`config.mk`:
```
export PLATFORM = sky130hd
export DESIGN_NAME = oscdiv_top
export DESIGN_NICKNAME = d
export VERILOG_FILES = /design/src/rtl/oscdiv_pkg.sv /design/src/rtl/oscdiv_top.sv
export SDC_FILE = /design/constraint.sdc
export NUM_CORES = 1
export LEC_CHECK = 0
export BUFFER_PORTS_ARGS = -buffer_cell sky130_fd_sc_hd__buf_2
export CORE_UTILIZATION = 35
export CTS_CLUSTER_SIZE = 20
export DETAILED_ROUTE_END_ITERATION = 10
export PLACE_DENSITY = 0.64
export SLEW_MARGIN = 20
export SYNTH_ARGS = -nofsm -noshare
export SYNTH_HDL_FRONTEND = slang
export SYNTH_SLANG_ARGS = --single-unit
```
`constraint.sdc`:
```
create_clock -name pclk -period 5.1 [get_ports pclk]
set_input_delay 0.765 -clock pclk [delete_from_list [all_inputs] [get_ports pclk]]
set_output_delay 0.765 -clock pclk [all_outputs]
set_load 0.005 [all_outputs]
```
`src/rtl/oscdiv_pkg.sv`:
```
`default_nettype none

package oscdiv_pkg;

    // ****************************************************************
    // Register map and fields
    // ****************************************************************
    localparam int ADDR_W = 4;
    localparam logic [ADDR_W-1:0] ADDR_OSC = 4'h0;
    localparam logic [ADDR_W-1:0] ADDR_DIV = 4'h4;
    localparam logic [ADDR_W-1:0] ADDR_KEY = 4'h8;
    localparam logic [ADDR_W-1:0] ADDR_STAT = 4'hC;

    localparam int OSC_REQ_BIT = 0;
    localparam int OSC_EN_BIT = 1;
    localparam int NEW_SRC_LSB = 8;
    localparam int SRC_W = 3;
    localparam logic [15:0] OSC_WMASK = 16'h0703;

    localparam int PRE_LSB = 0;
    localparam int PRE_W = 5;
    localparam int POST_LSB = 6;
    localparam int POST_W = 2;
    localparam int RC_POST_LSB = 8;
    localparam int RC_POST_W = 3;
    localparam int REDUCE_EN_BIT = 11;
    localparam int DOZE_LSB = 12;
    localparam int DOZE_W = 3;
    localparam int RECOVER_BIT = 15;
    localparam logic [15:0] DIV_RESET = 16'h3040;
    localparam logic [15:0] DIV_WMASK = 16'hFFDF;

    localparam int STAT_BUSY_BIT = 0;
    localparam int STAT_OPEN_BIT = 1;
    localparam int STAT_SRC_LSB = 2;

    localparam logic [15:0] UNLOCK_KEY1 = 16'h00A5;
    localparam logic [15:0] UNLOCK_KEY2 = 16'h005A;

    localparam int DOZE_CNT_W = 7;

    typedef enum logic [2:0] {
        OSCDIV_LOCKED = 3'b001,
        OSCDIV_ARMED = 3'b010,
        OSCDIV_OPEN = 3'b100
    } oscdiv_lock_t;

endpackage

`default_nettype wire

```
`src/rtl/oscdiv_top.sv`:
```
`default_nettype none

module oscdiv_top #(
    parameter int SWITCH_CYCLES = 16,
    parameter logic [2:0] POR_SOURCE = 3'h0
) (
    input wire logic pclk,
    input wire logic presetn,
    input wire logic psel,
    input wire logic penable,
    input wire logic pwrite,
    input wire logic [31:0] paddr,
    input wire logic [31:0] pwdata,
    output logic [31:0] prdata,
    output logic pready,
    output logic pslverr,
    input wire logic irq_pending,
    output logic secondary_osc_on,
    output logic [2:0] clock_source_sel,
    output logic switch_busy,
    output logic cpu_clk_en,
    output logic periph_clk_en,
    output logic [2:0] internal_rc_postscale,
    output logic [1:0] pll_output_divider,
    output logic [4:0] pll_input_divider
);

    if (SWITCH_CYCLES < 1 || SWITCH_CYCLES > 255) begin : g_chk
        $error("SWITCH_CYCLES must lie in 1..255");
    end

    // ****************************************************************
    // Bus decode
    // ****************************************************************
    function automatic logic hits(input logic [31:0] a, input logic [3:0] off);
        return (a[31:4] == 28'h0000000) && (a[3:0] == off);
    endfunction

    logic acc;
    logic wr;
    logic mapped;
    assign acc = psel && penable;
    assign wr = acc && pwrite;
    assign mapped = hits(paddr, oscdiv_pkg::ADDR_OSC) || hits(paddr, oscdiv_pkg::ADDR_DIV)
                    || hits(paddr, oscdiv_pkg::ADDR_KEY) || hits(paddr, oscdiv_pkg::ADDR_STAT);

    logic osc_wr;
    logic div_wr;
    logic key_wr;
    assign osc_wr = wr && hits(paddr, oscdiv_pkg::ADDR_OSC);
    assign div_wr = wr && hits(paddr, oscdiv_pkg::ADDR_DIV);
    assign key_wr = wr && hits(paddr, oscdiv_pkg::ADDR_KEY);

    // ****************************************************************
    // Unlock sequence
    // ****************************************************************
    oscdiv_pkg::oscdiv_lock_t lock_q;
    oscdiv_pkg::oscdiv_lock_t lock_d;
    logic osc_take;
    assign osc_take = osc_wr && (lock_q == oscdiv_pkg::OSCDIV_OPEN);

    // Any write other than the second key breaks the sequence, so stray traffic
    // between the keys cannot leave the register open.
    always_comb begin
        lock_d = lock_q;
        if (wr) begin
            case (lock_q)
                oscdiv_pkg::OSCDIV_LOCKED: begin
                    if (key_wr && pwdata[15:0] == oscdiv_pkg::UNLOCK_KEY1) begin
                        lock_d = oscdiv_pkg::OSCDIV_ARMED;
                    end
                end
                oscdiv_pkg::OSCDIV_ARMED: begin
                    if (key_wr && pwdata[15:0] == oscdiv_pkg::UNLOCK_KEY2) begin
                        lock_d = oscdiv_pkg::OSCDIV_OPEN;
                    end else begin
                        lock_d = oscdiv_pkg::OSCDIV_LOCKED;
                    end
                end
                oscdiv_pkg::OSCDIV_OPEN: begin
                    lock_d = oscdiv_pkg::OSCDIV_LOCKED;
                end
                default: begin
                    lock_d = oscdiv_pkg::OSCDIV_LOCKED;
                end
            endcase
        end
    end

    // ****************************************************************
    // Oscillator control and switch sequencing
    // ****************************************************************
    logic [15:0] osc_q;
    logic [15:0] osc_d;
    logic [7:0] sw_cnt_q;
    logic [7:0] sw_cnt_d;
    logic [2:0] src_q;
    logic [2:0] src_d;
    logic sw_done;
    assign sw_done = osc_q[oscdiv_pkg::OSC_REQ_BIT] && (sw_cnt_q == 8'(SWITCH_CYCLES - 1));

    always_comb begin
        osc_d = osc_q;
        sw_cnt_d = sw_cnt_q;
        src_d = src_q;
        if (osc_q[oscdiv_pkg::OSC_REQ_BIT]) begin
            sw_cnt_d = sw_cnt_q + 8'h01;
        end
        if (sw_done) begin
            osc_d[oscdiv_pkg::OSC_REQ_BIT] = 1'b0;
            src_d = osc_q[oscdiv_pkg::NEW_SRC_LSB +: oscdiv_pkg::SRC_W];
            sw_cnt_d = 8'h00;
        end
        if (osc_take) begin
            // Software can only raise the request; a written zero does not cancel it.
            osc_d[oscdiv_pkg::OSC_EN_BIT] = pwdata[oscdiv_pkg::OSC_EN_BIT];
            osc_d[oscdiv_pkg::NEW_SRC_LSB +: oscdiv_pkg::SRC_W] =
                pwdata[oscdiv_pkg::NEW_SRC_LSB +: oscdiv_pkg::SRC_W];
            if (pwdata[oscdiv_pkg::OSC_REQ_BIT]) begin
                osc_d[oscdiv_pkg::OSC_REQ_BIT] = 1'b1;
                sw_cnt_d = 8'h00;
            end
        end
    end

    // ****************************************************************
    // Clock divisor and recovery on interrupt
    // ****************************************************************
    logic [15:0] div_q;
    logic [15:0] div_d;
    logic recover;
    assign recover = irq_pending && div_q[oscdiv_pkg::RECOVER_BIT];

    always_comb begin
        div_d = div_q;
        if (div_wr) begin
            div_d = pwdata[15:0] & oscdiv_pkg::DIV_WMASK;
        end
        if (recover) begin
            // The interrupt beats a same-cycle write so the recovery is never missed.
            div_d[oscdiv_pkg::REDUCE_EN_BIT] = 1'b0;
        end
    end

    // ****************************************************************
    // Processor clock reduction
    // ****************************************************************
    logic [oscdiv_pkg::DOZE_CNT_W-1:0] doze_cnt_q;
    logic [oscdiv_pkg::DOZE_CNT_W-1:0] doze_cnt_d;
    logic [oscdiv_pkg::DOZE_CNT_W-1:0] doze_mask;
    logic reduce_on;
    assign reduce_on = div_q[oscdiv_pkg::REDUCE_EN_BIT];
    assign doze_mask = oscdiv_pkg::DOZE_CNT_W'((8'h01 << div_q[oscdiv_pkg::DOZE_LSB +:
                       oscdiv_pkg::DOZE_W]) - 8'h01);

    always_comb begin
        doze_cnt_d = (doze_cnt_q + 7'h01) & doze_mask;
        if (!reduce_on || div_wr) begin
            doze_cnt_d = 7'h00;
        end
    end

    assign cpu_clk_en = !reduce_on || (doze_cnt_q == 7'h00);
    assign periph_clk_en = 1'b1;

    // ****************************************************************
    // State registers
    // ****************************************************************
    // The bus reset is the power-on reset; no other reset cause reaches here.
    always_ff @(posedge pclk or negedge presetn) begin
        if (!presetn) begin
            lock_q <= oscdiv_pkg::OSCDIV_LOCKED;
            osc_q <= {5'h00, POR_SOURCE, 8'h00};
            div_q <= oscdiv_pkg::DIV_RESET;
            src_q <= POR_SOURCE;
            sw_cnt_q <= 8'h00;
            doze_cnt_q <= 7'h00;
        end else begin
            lock_q <= lock_d;
            osc_q <= osc_d;
            div_q <= div_d;
            src_q <= src_d;
            sw_cnt_q <= sw_cnt_d;
            doze_cnt_q <= doze_cnt_d;
        end
    end

    // ****************************************************************
    // Outputs and read path
    // ****************************************************************
    assign secondary_osc_on = osc_q[oscdiv_pkg::OSC_EN_BIT];
    assign clock_source_sel = src_q;
    assign switch_busy = osc_q[oscdiv_pkg::OSC_REQ_BIT];
    assign internal_rc_postscale = div_q[oscdiv_pkg::RC_POST_LSB +: oscdiv_pkg::RC_POST_W];
    assign pll_output_divider = div_q[oscdiv_pkg::POST_LSB +: oscdiv_pkg::POST_W];
    assign pll_input_divider = div_q[oscdiv_pkg::PRE_LSB +: oscdiv_pkg::PRE_W];
    assign pready = 1'b1;
    assign pslverr = acc && (!mapped || (osc_wr && !osc_take));

    always_comb begin
        prdata = 32'h00000000;
        if (acc && !pwrite) begin
            if (hits(paddr, oscdiv_pkg::ADDR_OSC)) begin
                prdata[15:0] = osc_q & oscdiv_pkg::OSC_WMASK;
            end else if (hits(paddr, oscdiv_pkg::ADDR_DIV)) begin
                prdata[15:0] = div_q;
            end else if (hits(paddr, oscdiv_pkg::ADDR_STAT)) begin
                prdata[oscdiv_pkg::STAT_BUSY_BIT] = switch_busy;
                prdata[oscdiv_pkg::STAT_OPEN_BIT] = lock_q == oscdiv_pkg::OSCDIV_OPEN;
                prdata[oscdiv_pkg::STAT_SRC_LSB +: oscdiv_pkg::SRC_W] = src_q;
            end
        end
    end

    // ****************************************************************
    // Assertions
    // ****************************************************************
    logic [7:0] gap_q;
    logic gap_ok_q;
    always_ff @(posedge pclk or negedge presetn) begin
        if (!presetn) begin
            gap_q <= 8'h00;
            gap_ok_q <= 1'b0;
        end else begin
            gap_q <= cpu_clk_en ? 8'h00 : gap_q + 8'h01;
            gap_ok_q <= reduce_on && !div_wr && (gap_ok_q || cpu_clk_en);
        end
    end

    a_sec_osc_follow: assert property (@(posedge pclk) disable iff (!presetn)
        osc_take |=> secondary_osc_on == $past(pwdata[oscdiv_pkg::OSC_EN_BIT]))
        else $error("secondary oscillator does not follow its enable bit");

    a_switch_clears: assert property (@(posedge pclk) disable iff (!presetn)
        sw_done && !(osc_take && pwdata[oscdiv_pkg::OSC_REQ_BIT]) |=> !switch_busy
            && clock_source_sel == $past(osc_q[oscdiv_pkg::NEW_SRC_LSB +: oscdiv_pkg::SRC_W]))
        else $error("switch request not cleared at completion");

    a_locked_write_drop: assert property (@(posedge pclk) disable iff (!presetn)
        osc_wr && lock_q != oscdiv_pkg::OSCDIV_OPEN
            |=> $stable(osc_q[oscdiv_pkg::NEW_SRC_LSB +: oscdiv_pkg::SRC_W])
            && $stable(secondary_osc_on))
        else $error("oscillator control written without unlock");

    a_unlock_single: assert property (@(posedge pclk) disable iff (!presetn)
        osc_take |=> lock_q == oscdiv_pkg::OSCDIV_LOCKED)
        else $error("unlock survived an accepted write");

    a_irq_recovers: assert property (@(posedge pclk) disable iff (!presetn)
        recover |=> !reduce_on ##0 cpu_clk_en)
        else $error("interrupt did not restore unity clock ratio");

    a_no_recover_keeps: assert property (@(posedge pclk) disable iff (!presetn)
        irq_pending && !div_q[oscdiv_pkg::RECOVER_BIT] && !div_wr |=> $stable(div_q))
        else $error("interrupt changed clock reduction without recovery");

    a_doze_ratio: assert property (@(posedge pclk) disable iff (!presetn)
        cpu_clk_en && gap_ok_q && reduce_on |-> 8'(gap_q + 8'h01) ==
            (8'h01 << div_q[oscdiv_pkg::DOZE_LSB +: oscdiv_pkg::DOZE_W])
            && periph_clk_en)
        else $error("processor clock ratio wrong under reduction");

endmodule

`default_nettype wire

```
==> results.yml <==
finish:
  drive_above_1_share: 0.422
  fill_cells: 756
  utilization: 0.426
  num-nets-final: 394
  stdcell_count: 421
  area_growth_pct: 17.8
  multi_input_area_mm2: 0.00138
  diodes: 0
  seq_area_mm2: 0.00103
critical_path:
  rr_endpoint: "sw_cnt_q[3]"
  critical_path_arrival_ns: 2.62
  r2r_start: "lock_q[1]"
  cp-endpoint: "prdata[11]"
  worstSetupStartpoint: "paddr[2]"
  worstPathCellList: "buf_2 -> or4b_1 -> or3_1 -> nor3_2 -> and2_1 -> buf_2"
  worst_ep_required_time_ns: 4.34
  r2r_slack_ns: 3.09
  cp_max_fo: 13
  setup.worst_path.class: "primary input to output port"
  cp-end-kind: "output port"
  cpMostUsedCell: "buf_2"
  cp_slowest_cell: "or4b_1"
  r2r_cells: 4
  critPathLaunchType: "primary input"
  cp_slowest_stage_delay_ns: 0.60
die:
  ios: 121
  start_util: 0.362
  die_x_um: 88.3
  die_h_um: 88.3
  core_area_mm2: 0.00721
  placementRows: 31
  dieArea_mm2: 0.00780
synth:
  synth_top_cells_by_area: "dfrtp_1, buf_4, mux2_4"
  synth-seq-cells: 41
  synth_ff_type: "dfrtp_1"
  yosysUniqueCellTypes: 49
  yosysTopAreaCell: "dfrtp_1"
  yosysWarnings: 0
  syn_area_per_cell_um2: 10.7
  synth_seq_area_share: 0.395
  syn-cell-area_mm2: 0.00261
  synth_edf_count: 0
  synth-async-reset-ratio: 1.00
  postSynthCellCount: 244
  synth_top_area_frac: 0.355
sta:
  slew_headroom: 0.386
  max_freq_mhz: 295
  period_minus_slack_ns: 3.39
  timing.final.crit_share: 0.664
  finalHoldViolCount: 0
  rsz0062_at_grt: "no"
  finClkSkew_ns: 0.0102
  finalMaxSlewViolations: 0
  setup_violations: 0
  tns_ns: 0
  worstMarginPinSlew_ns: 0.922
clocking:
  post_cts_buffers: 0
  cts_buffer_depth: 2
  tritoncts: "yes"
  post_cts_resized: 0
  clk_transition_reported_paths_ns: 0.09
  cts_sinks: 41
  clk_latency_ns: 0.29
  h-tree-depth: 2
  clk_root_buffer_cell: "clkbuf_8"
  numCtsBuffers: 5
  cts_hold_buf: 0
route:
  drc: 0
  wirelength_mm: 6.20
  viasPerCell: 4.80
  dr.pass1.iters: 4
  routed-via-count: 2021
  antenna_left: 0
  wl_per_cell_um: 14.7
  drt_iter0_drc: 80
placed_design:
  port_buffers: 85
  gp_congestion: 0.871
  dp_hpwl_mm: 4.75
  dp.cells: 413
worst_hold_path:
  min_path_cells: 1
  hp-class: "flop to flop"
grt:
  antenna_found_initial: 0
  grt-ovfl-total: 0
  grt_pass1_vias: 2009
  grt_pass1_wl_mm: 9.96
  grt_max_degree: 42
  grt_usage: 0.167
power:
  p_leak_nw: 1.48
  power.density_mw_per_mm2: 194
  ir_drop_mv: 0.123
  p_total_mw: 0.595
flow_run:
  maxCapViolCount: 0
outcome:
  run_status: "finished, final reports clean"
[how the worst min path moves through the flow]
stage,start,end,slack [ns]
after floorplan,div_q[15],div_q[11],0.45
after global placement,div_q[15],div_q[11],0.48
after detailed placement,div_q[1],div_q[1],0.51
after CTS,div_q[15],div_q[11],0.51
after global routing,div_q[15],div_q[11],0.54
final,div_q[15],div_q[11],0.52
[metal layers]
| metal | GRT usage | share of wire |
|---|---|---|
| met1 | 0.223 | 0.46 |
| met2 | 0.270 | 0.49 |
| met3 | 0.0336 | 0.044 |
| met4 | 0.0601 | 0.014 |
| met5 | 0 | 0 |
[state kept, by name (all words and copies together), names as in the netlist]
| signal | flops |
|---|---|
| div_q | 15 |
| osc_q | 5 |
| sw_cnt_q | 8 |
| doze_cnt_q | 7 |
| lock_q | 3 |
| clock_source_sel | 3 |
[power breakdown]
group | internal, mW | switching, mW | leakage (nW) | total, mW
sequential | 0.325 | 0.0000221 | 0.559 | 0.325
combinational | 0.0216 | 0.0324 | 0.885 | 0.0540
clock | 0.0966 | 0.119 | 0.0374 | 0.216
total | 0.443 | 0.152 | 1.48 | 0.595
[cells in the mapped netlist (2+ instances only)]
cell	number
mux2_2	12
nor4_2	7
nand3b_1	2
inv_1	5
nand4_1	6
dfstp_2	4
conb_1	2
nand4b_1	2
nand2_1	12
xor2_1	6
nor4_4	3
a21oi_1	3
and2_1	9
ha_1	3
mux2i_1	7
nor4_1	6
dfrtp_1	37
nor4bb_1	2
nand3_1	5
o31ai_1	2
clkbuf_1	2
and3_1	3
mux2_4	9
xnor2_1	5
buf_4	29
nor3b_1	5
or4b_2	3
nor3_1	11
nor2_1	21
a22o_1	2
[logic make-up (layout without fill, tap and decap cells)]
kind of cell,count (synthesis),count (layout),share of synthesized area
xor gates and xnor gates,11,11,0.0369
DFF,41,41,0.395
muxes,29,29,0.135
adders and majority gates,3,3,0.0144
and+or+nand+nor,106,106,0.273
other,2,19,0.00288
buffers and inverters,38,99,0.101
AOI/OAI and AO/OA,14,14,0.0417
[cell usage in the layout (no fill, tap or decap), types with 6 or more instances in the layout]
cell type	instances
mux2_4	9
nor4_1	6
nor2_1	21
buf_2	85
and2_1	9
nor4_2	7
conb_1	19
nor3_1	11
nand2_1	12
nand4_1	6
mux2i_1	7
dfrtp_1	37
xor2_1	6
mux2_2	12
[through the flow]
stage               worst slack (ns)  hold slack, ns  area (um2)
floorplan                       2.24           0.455        2670
global placement                1.77           0.482        2990
detailed placement              1.73           0.514        2990
CTS                             1.73           0.514        3070
global route                    1.64           0.541        3070
finish                          1.71           0.516        3070
[critical path, delay by kind of cell]
family	cells	cell delay, ns
simple gates	4	1.46
buf+inv	2	0.39
[final cells by class]
cell class | count | share of cell area
clock buffers | 6 | 0.0236
clock inverters | 2 | 0.00489
inverters | 5 | 0.00611
multi-input cells | 182 | 0.449
flip-flops and latches | 41 | 0.336
well taps | 99 | 0.0403
repair buffers | 86 | 0.141
(Power assumes the default switching activity.)
